==> src/common/trig_exp_consts.svh <==
/*
  Register offsets, field positions, reset values and timing counts for the
  hardware-trigger exposure controller. Assumes a 20 MHz core clock.
*/
`ifndef TRIG_EXP_CONSTS_SVH
`define TRIG_EXP_CONSTS_SVH

// ********************************************************************
// Register byte offsets
// ********************************************************************
`define REG_CTRL          8'h00
`define REG_EXP_RAW       8'h04
`define REG_TIME_BASE     8'h08
`define REG_STATUS        8'h0C
`define REG_IRQ_STATUS    8'h10
`define REG_IRQ_MASK      8'h14

// ********************************************************************
// Control fields
// ********************************************************************
`define CTRL_ENABLE_BIT   0
`define CTRL_FALLING_BIT  1
`define CTRL_WIDTH_BIT    2
`define CTRL_OVERLAP_BIT  3
`define CTRL_LINE_LSB     4
`define CTRL_LINE_MSB     5

// ********************************************************************
// Interrupt status fields
// ********************************************************************
`define IRQ_OVERTRIG_BIT  0
`define IRQ_FRAME_BIT     1
`define IRQ_WIDTH         2

// ********************************************************************
// Reset values and timing
// ********************************************************************
`define CTRL_RESET        32'h0000_0000
`define EXP_RAW_RESET     12'h064
`define TIME_BASE_US      20
`define CLK_MHZ           20
`define TIME_BASE_RESET   24'h00_0014

`endif

==> src/common/trig_exp_pkg.sv <==
/*
  Types for the hardware-trigger exposure controller.
  Assumes trig_exp_consts.svh is available on the include path.
*/
package trig_exp_pkg;

  typedef enum logic [1:0] {
    ST_IDLE,
    ST_WAIT,
    ST_EXPOSE,
    ST_HOLD
  } exp_state_t;

  typedef struct packed {
    logic       enable;
    logic       falling;
    logic       width_mode;
    logic       overlap;
    logic [1:0] line_sel;
  } ctrl_t;

  typedef struct packed {
    logic        awv;
    logic [7:0]  awaddr;
    logic        wv;
    logic [31:0] wdata;
    logic [3:0]  wstrb;
  } wr_hold_t;

endpackage : trig_exp_pkg

==> src/hdl/trig_exp_ctrl.sv <==
/*
  Exposure-start controller driven by an external hardware trigger line,
  with an AXI4-Lite register slave and a level interrupt.
  Assumes: trigger lines are asynchronous pins; readout_busy_in
  comes from sensor timing on the same clock.
*/
// Contract
// - With enable set, the selected input line acts as start trigger.
// - A polarity bit picks rising or falling edge as active event.
// - In waiting state, each active edge starts a frame acquisition.
// - Accepting a trigger leaves the waiting state at exposure start.
// - Waiting state re-enters by itself once a new trigger is acceptable.
// - One frame per accepted trigger; trigger period sets frame rate.
// - Edges arriving outside the waiting state are discarded.
// - Exactly two exposure modes, timed and pulse width, chosen by a bit.
// - Timed mode exposes from active edge for programmed exposure time.
// - Timed mode edge during exposure is ignored and flags overtrigger.
// - Width mode rising polarity exposes from rise to following fall.
// - Width mode falling polarity exposes from fall to following rise.
// - Width mode still times trigger-ready output from programmed time.
// - Width mode overlapped: pulse end during readout extends to its end.
// - Pulse ending after readout ends exposure at the pulse end.
// - Exposure equals raw count times time base, base defaulting 20 us.
`timescale 1ns/1ns
`default_nettype none
`include "trig_exp_consts.svh"

module trig_exp_ctrl
  import trig_exp_pkg::*;
#(
  parameter int LINES    = 4,
  parameter int RAW_W    = 12,
  parameter int BASE_W   = 24,
  parameter int CNT_W    = 40
) (
  input  wire logic             clk_in,
  input  wire logic             resetn_in,
  input  wire logic [LINES-1:0] trig_lines_in,
  input  wire logic             readout_busy_in,
  output logic                  exposure_out,
  output logic                  frame_start_out,
  output logic                  trigger_ready_out,
  output logic                  waiting_out,
  output logic                  overtrigger_out,
  output logic                  irq_out,
  input  wire logic [7:0]       s_axi_awaddr,
  input  wire logic             s_axi_awvalid,
  output logic                  s_axi_awready,
  input  wire logic [31:0]      s_axi_wdata,
  input  wire logic [3:0]       s_axi_wstrb,
  input  wire logic             s_axi_wvalid,
  output logic                  s_axi_wready,
  output logic [1:0]            s_axi_bresp,
  output logic                  s_axi_bvalid,
  input  wire logic             s_axi_bready,
  input  wire logic [7:0]       s_axi_araddr,
  input  wire logic             s_axi_arvalid,
  output logic                  s_axi_arready,
  output logic [31:0]           s_axi_rdata,
  output logic [1:0]            s_axi_rresp,
  output logic                  s_axi_rvalid,
  input  wire logic             s_axi_rready
);

  // ********************************************************************
  // State record
  // ********************************************************************
  typedef struct packed {
    logic [LINES-1:0]      sync1;
    logic [LINES-1:0]      sync2;
    logic                  trig_prev;
    exp_state_t            state;
    logic [CNT_W-1:0]      cnt;
    logic [CNT_W-1:0]      rdy_cnt;
    logic                  pulse_done;
    ctrl_t                 ctrl;
    logic [RAW_W-1:0]      exp_raw;
    logic [BASE_W-1:0]     base_us;
    logic [`IRQ_WIDTH-1:0] irq_stat;
    logic [`IRQ_WIDTH-1:0] irq_mask;
    wr_hold_t              wr;
    logic                  bvalid;
    logic                  rvalid;
    logic [31:0]           rdata;
    logic                  exposure;
    logic                  frame_start;
    logic                  trig_ready;
    logic                  waiting;
    logic                  overtrig;
    logic                  irq;
  } state_t;

  localparam logic [CNT_W-1:0] CYC_PER_US = CNT_W'(`CLK_MHZ);

  state_t q;
  state_t d;

  logic             trig_lvl;
  logic             act_edge;
  logic             end_edge;
  logic [CNT_W-1:0] exp_cycles;
  logic             do_write;
  logic [31:0]      wmask;
  logic [31:0]      wval;
  logic [31:0]      cur;

  always_comb begin
    d          = q;
    wmask      = 32'h0000_0000;
    wval       = 32'h0000_0000;
    cur        = 32'h0000_0000;
    // ******************************************************************
    // Trigger input path
    // ******************************************************************
    // two-stage synchroniser
    d.sync1    = trig_lines_in;
    d.sync2    = q.sync1;
    trig_lvl   = q.sync2[q.ctrl.line_sel];
    d.trig_prev = trig_lvl;
    act_edge   = q.ctrl.falling ? (q.trig_prev & ~trig_lvl) : (~q.trig_prev & trig_lvl);
    end_edge   = q.ctrl.falling ? (~q.trig_prev & trig_lvl) : (q.trig_prev & ~trig_lvl);
    // raw times base, in clock cycles
    exp_cycles = CNT_W'(q.exp_raw) * CNT_W'(q.base_us) * CYC_PER_US;
    d.frame_start = 1'b0;
    d.overtrig    = 1'b0;

    // ******************************************************************
    // Exposure sequencer
    // ******************************************************************
    if (q.rdy_cnt != '0) begin
      d.rdy_cnt = q.rdy_cnt - CNT_W'(1);
    end
    case (q.state)
      ST_IDLE: begin
        if (q.ctrl.enable) begin
          d.state = ST_WAIT;
        end
      end
      ST_WAIT: begin
        if (!q.ctrl.enable) begin
          d.state = ST_IDLE;
        // start on active edge, one frame each
        end else if (act_edge) begin
          d.state       = ST_EXPOSE;
          d.frame_start = 1'b1;
          d.cnt         = exp_cycles;
          d.rdy_cnt     = exp_cycles;
          d.pulse_done  = 1'b0;
        end
      end
      ST_EXPOSE: begin
        // edge while busy dropped, and flagged in timed mode
        if (act_edge && !q.ctrl.width_mode) begin
          d.overtrig = 1'b1;
        end
        if (!q.ctrl.width_mode) begin
          if (q.cnt <= CNT_W'(1)) begin
            d.state = ST_HOLD;
          end else begin
            d.cnt = q.cnt - CNT_W'(1);
          end
        end else if (end_edge || q.pulse_done) begin
          // extend while readout runs if overlap is set, else end now
          if (q.ctrl.overlap && readout_busy_in) begin
            d.pulse_done = 1'b1;
          end else begin
            d.state = ST_HOLD;
          end
        end
      end
      ST_HOLD: begin
        if (act_edge) begin
          d.overtrig = 1'b1;
        end
        if (!readout_busy_in || q.ctrl.overlap) begin
          d.state = q.ctrl.enable ? ST_WAIT : ST_IDLE;
        end
      end
      default: begin
        d.state = ST_IDLE;
      end
    endcase
    d.exposure   = (d.state == ST_EXPOSE);
    d.waiting    = (d.state == ST_WAIT);
    d.trig_ready = (d.state == ST_WAIT) && (d.rdy_cnt == '0);

    // ******************************************************************
    // AXI4-Lite slave
    // ******************************************************************
    if (s_axi_awvalid && !q.wr.awv) begin
      d.wr.awv    = 1'b1;
      d.wr.awaddr = s_axi_awaddr;
    end
    if (s_axi_wvalid && !q.wr.wv) begin
      d.wr.wv    = 1'b1;
      d.wr.wdata = s_axi_wdata;
      d.wr.wstrb = s_axi_wstrb;
    end
    do_write = q.wr.awv && q.wr.wv && !q.bvalid;
    for (int i = 0; i < 4; i++) begin
      wmask[i*8 +: 8] = {8{q.wr.wstrb[i]}};
    end
    if (do_write) begin
      d.wr.awv  = 1'b0;
      d.wr.wv   = 1'b0;
      d.bvalid  = 1'b1;
      case (q.wr.awaddr)
        `REG_CTRL: begin
          cur  = {26'h000_0000, q.ctrl.line_sel, q.ctrl.overlap, q.ctrl.width_mode,
                  q.ctrl.falling, q.ctrl.enable};
          wval = (cur & ~wmask) | (q.wr.wdata & wmask);
          d.ctrl.enable     = wval[`CTRL_ENABLE_BIT];
          d.ctrl.falling    = wval[`CTRL_FALLING_BIT];
          d.ctrl.width_mode = wval[`CTRL_WIDTH_BIT];
          d.ctrl.overlap    = wval[`CTRL_OVERLAP_BIT];
          d.ctrl.line_sel   = wval[`CTRL_LINE_MSB:`CTRL_LINE_LSB];
        end
        `REG_EXP_RAW: begin
          wval      = (32'(q.exp_raw) & ~wmask) | (q.wr.wdata & wmask);
          d.exp_raw = wval[RAW_W-1:0];
        end
        `REG_TIME_BASE: begin
          wval      = (32'(q.base_us) & ~wmask) | (q.wr.wdata & wmask);
          d.base_us = wval[BASE_W-1:0];
        end
        `REG_IRQ_MASK: begin
          d.irq_mask = q.wr.wdata[`IRQ_WIDTH-1:0] & wmask[`IRQ_WIDTH-1:0];
          d.irq_mask = d.irq_mask | (q.irq_mask & ~wmask[`IRQ_WIDTH-1:0]);
        end
        default: begin
        end
      endcase
    end
    if (q.bvalid && s_axi_bready) begin
      d.bvalid = 1'b0;
    end
    // Set wins over write-one-to-clear
    if (do_write && q.wr.awaddr == `REG_IRQ_STATUS) begin
      d.irq_stat = q.irq_stat & ~(q.wr.wdata[`IRQ_WIDTH-1:0] & wmask[`IRQ_WIDTH-1:0]);
    end
    if (d.overtrig) begin
      d.irq_stat[`IRQ_OVERTRIG_BIT] = 1'b1;
    end
    if (d.frame_start) begin
      d.irq_stat[`IRQ_FRAME_BIT] = 1'b1;
    end
    d.irq = |(d.irq_stat & d.irq_mask);

    if (s_axi_arvalid && !q.rvalid) begin
      d.rvalid = 1'b1;
      case (s_axi_araddr)
        `REG_CTRL:       d.rdata = {26'h000_0000, q.ctrl.line_sel, q.ctrl.overlap,
                                    q.ctrl.width_mode, q.ctrl.falling, q.ctrl.enable};
        `REG_EXP_RAW:    d.rdata = 32'(q.exp_raw);
        `REG_TIME_BASE:  d.rdata = 32'(q.base_us);
        `REG_STATUS:     d.rdata = {28'h000_0000, q.trig_ready, q.exposure, q.waiting,
                                    readout_busy_in};
        `REG_IRQ_STATUS: d.rdata = 32'(q.irq_stat);
        `REG_IRQ_MASK:   d.rdata = 32'(q.irq_mask);
        default:         d.rdata = 32'h0000_0000;
      endcase
    end else if (q.rvalid && s_axi_rready) begin
      d.rvalid = 1'b0;
    end
  end

  always_ff @(posedge clk_in or negedge resetn_in) begin
    if (!resetn_in) begin
      q         <= '0;
      q.state   <= ST_IDLE;
      q.exp_raw <= `EXP_RAW_RESET;
      q.base_us <= BASE_W'(`TIME_BASE_US);
    end else begin
      q <= d;
    end
  end

  // ********************************************************************
  // Outputs
  // ********************************************************************
  assign exposure_out      = q.exposure;
  assign frame_start_out   = q.frame_start;
  assign trigger_ready_out = q.trig_ready;
  assign waiting_out       = q.waiting;
  assign overtrigger_out   = q.overtrig;
  assign irq_out           = q.irq;
  assign s_axi_awready     = ~q.wr.awv;
  assign s_axi_wready      = ~q.wr.wv;
  assign s_axi_bvalid      = q.bvalid;
  assign s_axi_bresp       = 2'b00;
  assign s_axi_arready     = ~q.rvalid;
  assign s_axi_rvalid      = q.rvalid;
  assign s_axi_rdata       = q.rdata;
  assign s_axi_rresp       = 2'b00;
endmodule : trig_exp_ctrl
`default_nettype wire

==> config.mk <==
export PLATFORM = sky130hd
export DESIGN_NAME = trig_exp_ctrl
export DESIGN_NICKNAME = d
export VERILOG_FILES = /design/src/common/trig_exp_pkg.sv /design/src/hdl/trig_exp_ctrl.sv
export VERILOG_INCLUDE_DIRS = /design/src /design/src/common
export SDC_FILE = /design/constraint.sdc
export NUM_CORES = 1
export LEC_CHECK = 0
export BUFFER_PORTS_ARGS = -buffer_cell sky130_fd_sc_hd__buf_2
export CORE_ASPECT_RATIO = 2
export CORE_MARGIN = 5
export CORE_UTILIZATION = 60
export CTS_CLUSTER_SIZE = 14
export DETAILED_ROUTE_END_ITERATION = 6
export PLACE_DENSITY_LB_ADDON = 0.15
export SETUP_SLACK_MARGIN = 0.02
export SYNTH_ARGS = -nofsm -noshare
export SYNTH_HDL_FRONTEND = slang
export SYNTH_SLANG_ARGS = --single-unit
==> constraint.sdc <==
create_clock -name clk_in -period 11.45 [get_ports clk_in]
set_input_delay 0 -clock clk_in [delete_from_list [all_inputs] [get_ports clk_in]]
set_output_delay 0 -clock clk_in [all_outputs]
set_load 0.005 [all_outputs]
==> metrics.md <==
| Metric | Value |
|---|---|
| Main synth FF type | dfrtp_1 |
| Worst-path clk slew | 0.06 ns |
| Max Fclk | 101.7 MHz |
| Setup CP Type | reg2reg |
| VDD IR max | 0.2030 mV |
| Most frequent cells in the layout | 334 x nand2_1, 286 x inv_1, 221 x fa_1 |
| Htree depth | 1 |
| Core area | 35070 um2 |
| Post-cts sizing count | 0 |
| Final setup TNS | 0 ns |
| Tmin final | 9.831 ns |
| Clk network pwr share | 0.239 |
| Asr flop ratio synth | 1.000 |
| Cell family with most CP delay | adder cells |
| Largest stage delay on the critical path | 0.69 ns |
| DP HPWL | 43730 um |
| Ranking of synthesized cells by area | dfrtp_1 24%, fa_1 21%, ha_1 8.5% |
| Part of the power in combinational logic | 0.343 |
| Gr usage total | 0.2867 |
| Yosys warning count | 0 |
| Static Leakage | 0.01153 uW |
| WP buf/inv | 4 |
| Max Cap Viol | 0 |
| Most used cell, CP | fa_1 |
| CTS root buf | clkbuf_16 |
| GRT overflow | 0 |
| Detailed-route DRC error count | 0 |
| Number of DRC markers in iteration 0 | 741 |
| Power Density | 123.9 nW/um2 |
| Layout cells sized above 1 | 0.1104 |
| Hold/Removal Path Class | in2reg |
| DRT Wirelength | 55250 um |
| Post-Synth XOR/XNOR Area | 0.03743 |
| Status | finished, final reports clean |
| Worst clock skew | 0.01030 ns |
| Final hold slack | 0.02890 ns |
| TritonCTS clock tree | done |
| Commonest non-fill, non-tap cell in the layout | nand2_1 |
| Sequential cell fraction of total power | 0.418 |
| Mapped cell area | 21290 um2 |
| Crit path DAT | 10.26 ns |
| Max-Slew Margin vs Limit | 0.2895 |
| Main combinational cell family by area after synthesis | adder cells |
| Num rows | 97 |
| Share of the synthesized area in the top cell type | 0.2374 |
| Final Cycle Share | 0.8586 |
| Number of synthesized register bits | 207 |
| Total die area | 39580 um2 |
| Area growth from synthesis to layout | 7.751% |
| Worst-Skew Late Latency | 0.52 ns |
| Startpoint Class | register |
| Num CTS Buffers | 21 |
| Max clock buf depth | 3 |
| Switching Fraction | 0.4034 |
| Hold depth | 4 |
| Clk sinks | 207 |
| Worst path depth | 33 |
| CP Capture Type | register |
| Synth Area in Adders | 0.2929 |
| Final Slew Violations | 0 |
| Final net count | 2843 |
| Die Ht | 276.4 um |
| Synth cell types | 86 |
| Vias | 17043 |
| Fillers | 2938 |
| First-pass GRT wire length | 91220 um |
| Unrepaired setup endpoints after global routing | false |
| Number of flops mapped to enable cells by yosys | 0 |
| Vias per Instance | 5.930 |
| Syn Inst Count | 2363 |
| Register area share after synthesis | 0.2436 |
| Yosys top cell by area | dfrtp_1 |
| Reported net switching power | 1147 uW |
| First-pass DRT Iterations | 7 |
| Io pins | 111 |
| Postcts setup bufs | 0 |
| Largest net degree at the start of global routing | 82 |
| Initial Utilization | 0.6070 |
| Routability congestion estimate | 0.9322 |
| Tightest Pin Transition | 1.066 ns |
| P_int | 1696 uW |
| Synth Area in Compound Gates | 0.1211 |
| IO Port Bufs | 89 |
| Final setup fails | 0 |
| Die width | 143.2 um |
| Critical path required time | 11.88 ns |
| Final Hold Vio Count | 0 |
| Max FO, Critical Path | 14 |
| Simple-gate portion of the synthesized area | 0.1696 |
| R2R cell count | 33 |
| Placed cell area | 21820 um2 |
| Initial antenna violation count | 1 |
| Vias in the first global route | 18402 |
| Routed WL per cell | 19.22 um |
| Worst path slowest cell | a2111oi_0 |
| Mux contribution to synthesized area | 0.04954 |
| Final instance area | 22940 um2 |
| Final antenna-violating net count | 0 |
| Synthesized area per cell | 9.010 um2 |
-- tightest hold or removal path: cells and delay by family --
kind	cells	cell delay, ns
buffers and inverters	1	0.16
AO/OA/AOI/OAI	3	0.34
-- kinds of logic (layout without fill, tap and decap cells) --
logic type	count (synthesis)	count (layout)
simple gates	753	753
other cells	1	14
fa+ha+maj	366	366
mux	93	93
compound gates	419	419
xor+xnor	91	91
buf+inv	433	486
flops	207	207
-- path summary, 6_finish.rpt --
kind	from	to	slack (ns)
max	register	trigger_ready_out	1.62
min	s_axi_araddr[3]	s_axi_rdata[0]	0.03
max reg2reg	register	trigger_ready_out	1.62
min reg2reg	d[218]	q[218]	0.35
max in group asynchronous	resetn_in	q[133]	10.02
min in group asynchronous	resetn_in	asynchronous set/reset pin	0.09
-- repair_timing --
action / in CTS / in global routing
hold buffers: 46 / 0
endpoints found under the hold margin: 126 / 0
endpoints found under the setup margin: 0 / 0
-- through the flow --
stage	total power [uW]	util	std cells	worst slack, ns
floorplan	1793	-	2374	2.806
global placement	2098	0.6222	2790	1.784
detailed placement	2135	0.6222	2790	1.691
CTS	2836	0.6539	2872	1.628
global route	3002	0.6540	2873	0.8627
finish	2843	0.6541	2874	1.619
-- layer usage --
metal | routed length, um | GRT usage | part of all wire | vias to the layer above
met5 | 0 | 0 | 0 | -
met4 | 3978 | 0.1803 | 0.072 | 0
met3 | 1848 | 0.02732 | 0.033 | 191
met2 | 30530 | 0.5336 | 0.55 | 465
met1 | 18890 | 0.2998 | 0.34 | 8527
li1 | - | - | - | 7860
-- area by class of cell --
class / instances / area [um2] / share of cell area
Antenna cell: 2 / 5.005 / 0.0002182
Sequential cell: 207 / 5186 / 0.2261
Clock inverter: 8 / 72.57 / 0.003163
Clock buffer: 28 / 581.8 / 0.02536
Multi-Input combinational cell: 1734 / 14340 / 0.6249
Inverter: 287 / 1077 / 0.04696
Timing Repair Buffer: 163 / 1125 / 0.04903
Tap cell: 445 / 556.8 / 0.02427
-- cell usage after synthesis, types with 14 or more instances --
cell / instances
a21o_1: 35
a21oi_1: 102
a22oi_1: 14
a31oi_1: 16
and2_1: 87
buf_4: 36
clkbuf_1: 97
dfrtp_1: 202
fa_1: 221
ha_1: 144
inv_1: 286
mux2_2: 89
nand2_1: 334
nand2b_1: 15
nand3_1: 25
nor2_1: 130
nor2b_1: 16
nor3_1: 44
nor4_1: 21
o21ai_0: 143
xnor2_1: 48
xor2_1: 43
-- power groups by stage --
stage | registers, uW | clock network (uW) | logic (uW)
floorplan | 1060 | 0 | 732
global placement | 1180 | 0 | 920
detailed placement | 1190 | 0 | 945
CTS | 1180 | 693 | 965
global route | 1210 | 721 | 1070
finish | 1190 | 681 | 974
No activity file was read; power rests on OpenSTA's default activity.
